[src/design/sgl_map.vh]
// Constants and functional notes for the serial gain word loader
// Functional notes
// - Rising load window edge copies shift register to gain latch and stops shifting.
// - Falling load window edge holds gain latch and enables serial shifting.
// - Rising serial clock captures bit into master; falling edge moves it to slave.
// - Power-down input low powers down; high powers up.
// - Sleep input low gives sleep with output high impedance; high operates.
// - Shift register is seven bits; first-sent MSB drops out on eighth clock.
`ifndef SGL_MAP_VH
`define SGL_MAP_VH
`define SGL_SHIFT_W 7
`define SGL_WORD_W 8
`define SGL_GAIN_RST 7'h00
`define SGL_MAX_CODE 7'h47
`endif

[src/design/sgl_loader.v]
// Serial gain word loader: load window, shift register, gain latch, power controls
`timescale 1ns/1ps
`include "sgl_map.vh"
module sgl_loader #(
    parameter SHIFT_W = `SGL_SHIFT_W    // Attenuator shift register and latch width
) (
    input wire mclk,                    // System clock, 100 MHz
    input wire nrst,                    // Synchronous reset, active low
    input wire load_window_n,           // Load window pin, active low
    input wire serial_gain_in,          // Serial data pin
    input wire serial_clk,              // Serial clock pin, sampled
    input wire amp_disable_n,           // Power-down pin, active low
    input wire sleep_n,                 // Sleep pin, active low
    output reg [SHIFT_W-1:0] gain_code_r, // Latched attenuator code
    output reg gain_update_r,           // One-cycle pulse on gain update
    output reg powered_up_r,            // Amplifier fully powered
    output reg power_down_r,            // Power-down state
    output reg sleep_r,                 // Sleep state
    output reg out_enable_r,            // Output driven; low means high impedance
    output reg loading_r                // Shift register accepting bits
);

    ////////////////////////////////////////////////////////////////////////
    // Load window states

    localparam ST_IDLE = 2'h1;
    localparam ST_LOAD = 2'h2;

    ////////////////////////////////////////////////////////////////////////
    // Edge and shift helpers

    function rise_of(input cur, input prev);
        begin
            rise_of = cur & ~prev;
        end
    endfunction

    function fall_of(input cur, input prev);
        begin
            fall_of = ~cur & prev;
        end
    endfunction

    function [SHIFT_W-1:0] shift_in(input [SHIFT_W-1:0] word, input bit_in);
        begin
            shift_in = {word[SHIFT_W-2:0], bit_in};
        end
    endfunction

    ////////////////////////////////////////////////////////////////////////
    // Declarations

    reg [1:0] win_s_r;
    reg [1:0] dat_s_r;
    reg [1:0] clk_s_r;
    reg [1:0] pd_s_r;
    reg [1:0] sl_s_r;
    reg win_d_r;
    reg clk_d_r;
    reg master_r;
    reg [SHIFT_W-1:0] shift_r;
    reg [1:0] state_r;
    reg [1:0] state_nxt;

    wire win;
    wire sclk;
    wire sdat;
    wire win_rise;
    wire win_fall;
    wire clk_rise;
    wire clk_fall;
    wire capture_en;
    wire shift_en;

    ////////////////////////////////////////////////////////////////////////
    // Synchronised pins and their edges

    assign win = win_s_r[1];
    assign sclk = clk_s_r[1];
    assign sdat = dat_s_r[1];
    assign win_rise = rise_of(win, win_d_r);
    assign win_fall = fall_of(win, win_d_r);
    assign clk_rise = rise_of(sclk, clk_d_r);
    assign clk_fall = fall_of(sclk, clk_d_r);

    // Serial clock edges count only inside an open load window
    assign capture_en = state_r[1] & ~win & clk_rise;
    assign shift_en = state_r[1] & ~win & clk_fall;

    ////////////////////////////////////////////////////////////////////////
    // Pin synchronisers; window idles high so no false edge after reset

    always @(posedge mclk) begin
        if (!nrst) begin
            win_s_r <= 2'h3;
            dat_s_r <= 2'h0;
            clk_s_r <= 2'h0;
            pd_s_r <= 2'h0;
            sl_s_r <= 2'h0;
        end else begin
            win_s_r <= {win_s_r[0], load_window_n};
            dat_s_r <= {dat_s_r[0], serial_gain_in};
            clk_s_r <= {clk_s_r[0], serial_clk};
            pd_s_r <= {pd_s_r[0], amp_disable_n};
            sl_s_r <= {sl_s_r[0], sleep_n};
        end
    end

    ////////////////////////////////////////////////////////////////////////
    // Edge detector history

    always @(posedge mclk) begin
        if (!nrst) begin
            win_d_r <= 1'h1;
            clk_d_r <= 1'h0;
        end else begin
            win_d_r <= win;
            clk_d_r <= sclk;
        end
    end

    ////////////////////////////////////////////////////////////////////////
    // Load window state machine

    always @* begin
        state_nxt = state_r;
        case (state_r)
            ST_IDLE: begin
                if (win_fall) begin
                    state_nxt = ST_LOAD;
                end
            end
            ST_LOAD: begin
                if (win_rise) begin
                    state_nxt = ST_IDLE;
                end
            end
            default: begin
                state_nxt = ST_IDLE;
            end
        endcase
    end

    always @(posedge mclk) begin
        if (!nrst) begin
            state_r <= ST_IDLE;
        end else begin
            state_r <= state_nxt;
        end
    end

    always @(posedge mclk) begin
        if (!nrst) begin
            loading_r <= 1'h0;
        end else begin
            loading_r <= state_nxt[1];
        end
    end

    ////////////////////////////////////////////////////////////////////////
    // Master stage: rising serial clock captures the bit

    always @(posedge mclk) begin
        if (!nrst) begin
            master_r <= 1'h0;
        end else if (capture_en) begin
            master_r <= sdat;
        end
    end

    ////////////////////////////////////////////////////////////////////////
    // Slave stage: falling serial clock shifts; oldest bit falls off the top

    always @(posedge mclk) begin
        if (!nrst) begin
            shift_r <= `SGL_GAIN_RST;
        end else if (shift_en) begin
            shift_r <= shift_in(shift_r, master_r);
        end
    end

    ////////////////////////////////////////////////////////////////////////
    // Gain latch: only a window rise moves it, power states never do

    always @(posedge mclk) begin
        if (!nrst) begin
            gain_code_r <= `SGL_GAIN_RST;
        end else if (win_rise) begin
            gain_code_r <= shift_r;
        end
    end

    always @(posedge mclk) begin
        if (!nrst) begin
            gain_update_r <= 1'h0;
        end else begin
            gain_update_r <= win_rise;
        end
    end

    ////////////////////////////////////////////////////////////////////////
    // Power-down control

    always @(posedge mclk) begin
        if (!nrst) begin
            power_down_r <= 1'h0;
        end else begin
            power_down_r <= ~pd_s_r[1];
        end
    end

    ////////////////////////////////////////////////////////////////////////
    // Sleep control; output goes high impedance while asleep

    always @(posedge mclk) begin
        if (!nrst) begin
            sleep_r <= 1'h0;
            out_enable_r <= 1'h0;
        end else begin
            sleep_r <= ~sl_s_r[1];
            out_enable_r <= sl_s_r[1];
        end
    end

    ////////////////////////////////////////////////////////////////////////
    // Fully powered only when neither control holds the part down

    always @(posedge mclk) begin
        if (!nrst) begin
            powered_up_r <= 1'h0;
        end else begin
            powered_up_r <= pd_s_r[1] & sl_s_r[1];
        end
    end

endmodule // sgl_loader

[config.mk]
export PLATFORM = sky130hd
export DESIGN_NAME = sgl_loader
export DESIGN_NICKNAME = d
export VERILOG_FILES = /design/src/design/sgl_loader.v
export VERILOG_INCLUDE_DIRS = /design/src /design/src/design
export SDC_FILE = /design/constraint.sdc
export NUM_CORES = 1
export LEC_CHECK = 0
export BUFFER_PORTS_ARGS = -buffer_cell sky130_fd_sc_hd__buf_2
export CAP_MARGIN = 10
export CORE_MARGIN = 8
export CORE_UTILIZATION = 35
export DETAILED_ROUTE_END_ITERATION = 16
export SETUP_SLACK_MARGIN = 0.05
export SLEW_MARGIN = 0
export SYNTH_ARGS = -nofsm -noshare
export SYNTH_HDL_FRONTEND = slang
export SYNTH_SLANG_ARGS = --single-unit
[constraint.sdc]
create_clock -name mclk -period 1 [get_ports mclk]
set_input_delay 0 -clock mclk [delete_from_list [all_inputs] [get_ports mclk]]
set_output_delay 0 -clock mclk [all_outputs]
set_load 0.01 [all_outputs]
Yosys cells after proc, flatten, opt, wreduce, memory -nomap -nowiden
Cells that the tools add are included.
{"block": "word_totals", "ff_bits": 34, "inputBits": 7, "out_inout_bits": 13, "wordCells": 39}
{"block": "classes", "n_eq_ne": 4, "n_mux": 3, "n_bitwise": 14, "n_reduce_logical": 1}
{"cell": "1-bit AND", "n": 8}
{"cell": "1-bit NOT", "n": 6}
{"cell": "2-bit two-way mux", "n": 2}
{"cell": "2-bit != test (second input constant)", "n": 2}
{"cell": "2-bit one-hot mux with 2 select lines", "n": 1}
{"cell": "2-bit by 1-bit equality test with 1-bit output (second input constant)", "n": 1}
{"cell": "2-bit equality test (second input constant)", "n": 1}
{"cell": "2-bit AND reduction", "n": 1}

Depth between registers and ports, before layout
Gate-level depths: netlist (run 1).
{"block": "logic_depth", "word_depth": 4, "depth_mapped": 4, "mapped_depth_nobuf": 3}

Worst setup path before layout (run 1)
Ideal clock, no wire load.
{"block": "synth_path", "path_type": "register to register", "from": "register, netlist name loading_r", "to": "register shift_r[0]", "setup_ps": 74, "arrival_ps": 911, "required_ps": 926, "setup_slack_ps": 15, "path_stages_with_launch": 5, "path_buffers": 1, "period_less_slack_ps": 985, "cell_sequence": "dfxtp_1 and4bb_4 buf_6 nand3_1 o21ai_0"}
{"element": "end signal: assignment", "line": "sgl_loader.v:176", "rtl": "shift_r <= `SGL_GAIN_RST;"}
{"element": "end signal: assignment", "line": "sgl_loader.v:178", "rtl": "shift_r <= shift_in(shift_r, master_r);"}
{"element": "end: declaration", "line": "sgl_loader.v:61", "rtl": "reg [SHIFT_W-1:0] shift_r;"}

Final worst setup path (run 1)
{"block": "layout_path", "from": "register win_s_r[1]", "to": "register state_r[0]"}
{"block": "layout_via", "elab_chain_cells": 4, "word_cells_on_any_way": 6, "cone_classes": "2 x eq/ne; 3 x bitwise; 1 x reduce/logical"}
{"element": "start: declaration", "line": "sgl_loader.v:53", "rtl": "reg [1:0] win_s_r;"}
{"element": "start signal: assignment", "line": "sgl_loader.v:101", "rtl": "win_s_r <= {win_s_r[0], load_window_n};"}
{"element": "1-bit NOT", "line": "sgl_loader.v:40", "rtl": "fall_of = ~cur & prev;"}
{"element": "1-bit AND", "line": "sgl_loader.v:40"}
{"element": "2-bit != test (no source line)"}
{"element": "2-bit AND reduction (no source line) (*)"}
{"element": "end signal: assignment", "line": "sgl_loader.v:148", "rtl": "state_r <= state_nxt;"}
{"element": "end: declaration", "line": "sgl_loader.v:62", "rtl": "reg [1:0] state_r;"}
Mark *: on every way between the ends. The rest lies on a longest branch, timed or not.
A chain may end at the register's enable or synchronous reset.

==> results_dict.tcl, run 1 <==
set metrics [dict create \
    status "completed" \
    yosysSeqAreaShare_pct 61.0 \
    n_antenna_cell 0 \
    htreeDepth 2 \
    clk_latency_ns 0.33 \
    nets 146 \
    grt_max_degree 43 \
    required_ns 1.22 \
    fin_skew_ns 0.00853 \
    synth_edf_count 0 \
    core_area_sq_um 3050 \
    fp.dieArea_sq_um 5250 \
    clockBufferDepth 2 \
    ys_async_sr_fraction_pct 0 \
    row_count 20 \
    overflow 0 \
    synth-simple-area-share_pct 26.3 \
    synth_top_family_by_area "simple AND/OR/NAND/NOR gates" \
    p_per_area_nw_per_um2 1490 \
    finalMaxSlewViolations 0 \
    path_max_fanout 7 \
    vias 813 \
    final_antenna_net_count 0 \
    syn-num-nets 117 \
    synth.distinct_cells 19 \
    fin_util_pct 47.8 \
    critPathKind "flop to flop" \
    synth_compound_area_share_pct 9.42 \
    cts_tree "done" \
    worstMarginPinSlew_ns 0.259 \
    whs_path_depth 3 \
    power_leakage_nw 0.592 \
    cts_buffers 5 \
    hold_class "input port to flop" \
    ir_worst_vdd_mv 0.828 \
    min_period_ns 0.980 \
    wirelength_mm 2.06 \
    die_y_um 72.5 \
    antenna_found_initial 0 \
    syn_inst 110 \
    die_w_um 72.5 \
    synth_xor_xnor_area_share_pct 0 \
    r2r.worst_path.cells 4 \
    ys_warn_count 0 \
    dp_hpwl_mm 1.31 \
    start_kind "flop" \
    clk_pin_slew_worst_paths_ns 0.09 \
    start_util_pct 36.6 \
    grt.total_usage_pct 8.65 \
    ys_seq_elements 34 \
    viasPerCell 4.44 \
    syn_area_sq_um 1120 \
    synth_ff_type "dfxtp_1" \
    cts_setup_buffers 0 \
    pin_count 20 \
    hold_slack_ns 0.0556 \
    syn2layout_area_growth_pct 30.7 \
    total_power_mw 2.18 \
    rsz0062_at_grt "true" \
    finalHoldViolations 0 \
    synth.area.mux_share_pct 0 \
    cts_root_buf "clkbuf_4" \
    clock-sinks 34 \
    syn_avg_cell_area_sq_um 10.1 \
    slew_headroom_pct 82.7 \
    finalInstanceArea_sq_um 1460 \
    maxCapViolCount 0 \
    routabilityCongestion 0.714 \
    wl_per_cell_um 11.3 \
    synthAdderAreaFrac_pct 0 \
    drcViolationCount 0 \
    drt_iter0_markers 37 \
    grt_first_pass_wirelength_mm 3.50 \
    io_buffer_count 19 \
    grt_pass1_vias 813 \
    arrival_ns 1.20 \
    setup_viol 0 \
    clock.fmax_mhz 1020 \
    fin_crit_sh_pct 98.0 \
    drive_above_1_share_pct 32.4 \
    first_pass_iters 4 \
    endpoint_kind "flop" \
    place_area_sq_um 1270 \
]
## where the power goes
group | total, mW | switching [mW] | leakage, nW | internal, mW
clock | 0.665 | 0.401 | 0.0254 | 0.265
combinational | 0.117 | 0.0482 | 0.289 | 0.0683
sequential | 1.40 | 0.0154 | 0.278 | 1.38
total | 2.18 | 0.464 | 0.592 | 1.71
## through the flow
stage                     instances  worst slack [ns]  setup TNS, ns
after floorplan                 110            0.0502              0
after detailed placement        170           -0.0629         -0.152
after global routing            183           -0.0495         -0.239
final                           183            0.0195              0
after global placement          170           -0.0142        -0.0349
after CTS                       183          0.000617              0
## cell usage in the layout (no fill, tap or decap)
cell and instances:
a21boi_1 5, a21boi_2 2, and2_1 11, and3_1 1, and4bb_2 2, and4bb_4 1
buf_12 1, buf_2 19, buf_6 2, clkbuf_1 2, clkbuf_4 5, dfxtp_1 31
dfxtp_2 1, dfxtp_4 2, dlygate4sd3_1 5, nand2_1 20, nand2_2 1, nand2_4 1
nand2b_1 3, nand3_1 4, nand3_2 4, nor2b_1 2, nor2b_4 1, nor3b_4 1
nor4bb_4 1, o21a_1 1, o21ai_0 4, o21ai_1 5, or2b_4 1
## final cells by class
class | instances | area, sq um
Tap cell | 44 | 55.1
Timing Repair Buffer | 27 | 188
Sequential cell | 34 | 689
Clock buffer | 7 | 45.0
Fill cell | 304 | 1590
Multi-Input combinational cell | 71 | 482
## metal layers
metal  vias up  share of wire, %  GRT usage, %
met5         -                 0             0
met4         0               1.9          4.00
met3         6               8.3          5.51
met2        23                47          14.0
met1       363                43          8.47
li1        421                 -             -
## flip-flops by register name, summed over array words and instances, names as in the netlist
name	cells
clk_d_r	1
gain_update_r	1
shift_r	7
gain_code_r	7
sl_s_r	2
dat_s_r	2
power_down_r	1
master_r	1
out_enable_r	1
powered_up_r	1
win_d_r	1
win_s_r	2
sleep_r	1
state_r	1
pd_s_r	2
loading_r	1
clk_s_r	2
## critical path, stage by stage (launching register included)
cell,delay (ns)
dfxtp_4,0.37
nor2b_4,0.14
buf_6,0.12
nor3b_4,0.18
o21ai_1,0.07
## cells in the mapped netlist, types with 2 or more instances
library cell | count | share of area (%)
a21boi_0 | 7 | 4.7
and2_1 | 11 | 6.2
buf_2 | 2 | 0.90
clkbuf_1 | 2 | 0.67
dfxtp_1 | 34 | 61
nand2_1 | 22 | 7.4
nand2b_1 | 3 | 1.7
nand3_1 | 8 | 3.6
nor2b_1 | 3 | 1.7
o21ai_0 | 9 | 4.0
## worst paths after layout
path	startpoint	endpoint	slack (ns)
hold reg to reg	win_s_r[0]	win_s_r[1]	0.41
setup / recovery	win_s_r[1]	state_r[0]	0.02
setup reg to reg	win_s_r[1]	state_r[0]	0.02
hold / removal	nrst	win_s_r[1]	0.06
## logic make-up (layout without fill, tap and decap cells)
kind of cell    count (synthesis)  in the layout
simple gates                   53             54
flops                          34             34
compound gates                 17             17
buf+inv                         6             34
## timing repair
item / CTS / global route
hold buffers: 5 / 0
gates cloned: 1 / 0
pin swaps: 3 / 10
endpoints found under the hold margin: 5 / 0
gates resized for setup: 14 / 19
setup endpoints to repair: 16 / 16
No activity file was read; power rests on OpenSTA's default activity.
==> inputs of run 2 (changes only) <==
- CTS_BUF_LIST: unset -> sky130_fd_sc_hd__clkbuf_8
==> run 2 against run 1 <==
Count of clock-buffer cells in the layout down 2. Largest power group unchanged. Total power up 10%. Highest routed layer unchanged. Worst hold slack better by 0.048 ns. Wire length down 0.92%.
==> results_dict.tcl, run 2 (synthesis results as in run 1) <==
set metrics [dict create \
    status "completed" \
    critPathCapture "state_r[0]" \
    core_area_sq_um 3050 \
    wirelength_mm 2.04 \
    min_period_ns 0.990 \
    fin_skew_ns 0.00762 \
    met3_usage_pct 4.13 \
    endpoint_kind "flop" \
    clk_latency_ns 0.28 \
    cts_root_buf "clkbuf_8" \
    final_cell_mix "dfxtp_1, nand2_1, buf_2" \
    htreeDepth 2 \
    required_ns 1.16 \
    path_max_fanout 7 \
    r2r_start "win_s_r[1]" \
    first_pass_iters 4 \
    regArea_sq_um 687 \
    io_buffer_count 19 \
    met2_usage_pct 13.5 \
    start_kind "flop" \
    routabilityCongestion 0.714 \
    clockBufferDepth 2 \
    viasPerCell 4.40 \
    critPathMaxStageDelay_ns 0.37 \
    wl_per_cell_um 11.1 \
    met1_usage_pct 7.83 \
    drt_iter0_markers 26 \
    fin_crit_sh_pct 99.0 \
    r2r.worst_path.cells 4 \
    rsz0062_at_grt "true" \
    critPathKind "flop to flop" \
    overflow 0 \
    vias 806 \
    pin_count 20 \
    r2r_slack_ns 0.01 \
    total_power_mw 2.39 \
    fp.dieArea_sq_um 5250 \
    fillers 304 \
    multi_input_area_sq_um 452 \
    finalMaxSlewViolations 0 \
    min_from "nrst" \
    clk_pin_slew_worst_paths_ns 0.06 \
    grt_max_degree 43 \
    worstMarginPinSlew_ns 0.238 \
    slew_headroom_pct 84.1 \
    dp_hpwl_mm 1.31 \
    nets 146 \
    die_w_um 72.5 \
    hold_class "input port to flop" \
    grt.total_usage_pct 8.16 \
    clock-sinks 34 \
    grt-busiest-layer "met2" \
    maxCapViolCount 0 \
    final_common_cell "dfxtp_1" \
    cts_buffers 5 \
    final_antenna_net_count 0 \
    fin_cells 183 \
    start_util_pct 36.6 \
    clock.fmax_mhz 1010 \
    reg_top3 "gain_code_r: 7 flops, shift_r: 7 flops" \
    p_per_area_nw_per_um2 1650 \
    drcViolationCount 0 \
    critPathLaunch "win_s_r[1]" \
    power_leakage_nw 0.595 \
    arrival_ns 1.15 \
    ir_worst_vdd_mv 0.849 \
    slowest_stage "dfxtp_4" \
    cts_tree "done" \
    grt_pass1_vias 794 \
    syn2layout_area_growth_pct 30.3 \
    rr_endpoint "state_r[0]" \
    path_cells "nor2b_4 > buf_6 > nor3b_4 > o21ai_1" \
    antenna_found_initial 0 \
    cts_setup_buffers 0 \
    tns_ns 0 \
    row_count 20 \
    place_inst 170 \
    finalHoldViolations 0 \
    setup_viol 0 \
    die_y_um 72.5 \
    grt_first_pass_wirelength_mm 3.32 \
    drive_above_1_share_pct 27.3 \
    n_antenna_cell 0 \
]
## run 2: changes by cell type in the layout (fill, tap and decap cells not counted), moves of 3 or more
cell and delta:
clkbuf_4 -5, clkbuf_8 +5, a21boi_0 +4, nand3_1 +4
nand3_2 -4, a21boi_1 -3, o21ai_0 -3, o21ai_1 +3
## run 2: repair_timing
item	CTS	global route
cloned	0	1
hold endpoints to repair	5	0
pin swaps	1	4
setup endpoints to repair	16	16
resized for setup	10	13
hold buffers	5	0
## run 2: critical path: cells and delay by family, from the launching register on
kind | cells | cell delay, ns
DFF | 1 | 0.37
buffers and inverters | 1 | 0.12
and+or+nand+nor | 2 | 0.30
AOI/OAI and AO/OA | 1 | 0.09
## run 2: power breakdown
group	internal, mW	switching, mW	total (mW)	leakage (nW)
sequential	1.38	0.0162	1.40	0.278
combinational	0.0671	0.0450	0.112	0.270
clock	0.457	0.425	0.882	0.0466
total	1.91	0.486	2.39	0.595
## run 2: metrics by stage
stage / hold slack, ns / util [%] / worst slack [ns] / instance area [sq um]
detailed placement: 0.189 / 41.5 / -0.0629 / 1270
floorplan: 0.0730 / - / 0.0502 / 1120
global route: 0.114 / 47.6 / -0.0589 / 1450
finish: 0.104 / 47.6 / 0.00995 / 1450
CTS: 0.105 / 46.6 / -0.00337 / 1420
global placement: 0.181 / 41.5 / -0.0142 / 1270
## run 2: worst min path at each step
stage	endpoint	slack (ns)	depth (start not counted)
2_1_floorplan	win_s_r[0]	0.07	1
3_3_place_gp	win_s_r[0]	0.18	2
3_5_place_dp	win_s_r[0]	0.19	2
4_1_cts	win_s_r[0]	0.10	3
5_1_grt	win_s_r[1]	0.11	3
6_report	win_s_r[1]	0.10	3
## run 2: cell type report
| cell class | count | area share, % |
|---|---|---|
| Clock buffer | 5 | 4.73 |
| Clock inverter | 2 | 0.516 |
| Multi-Input combinational cell | 71 | 31.1 |
| Sequential cell | 34 | 47.2 |
| Tap cell | 44 | 3.79 |
| Timing Repair Buffer | 27 | 12.7 |
## run 2: layer usage
layer	routed length, um	up-vias
met4	29	0
met5	0	-
met2	982	18
met1	890	364
li1	-	418
met3	137	6
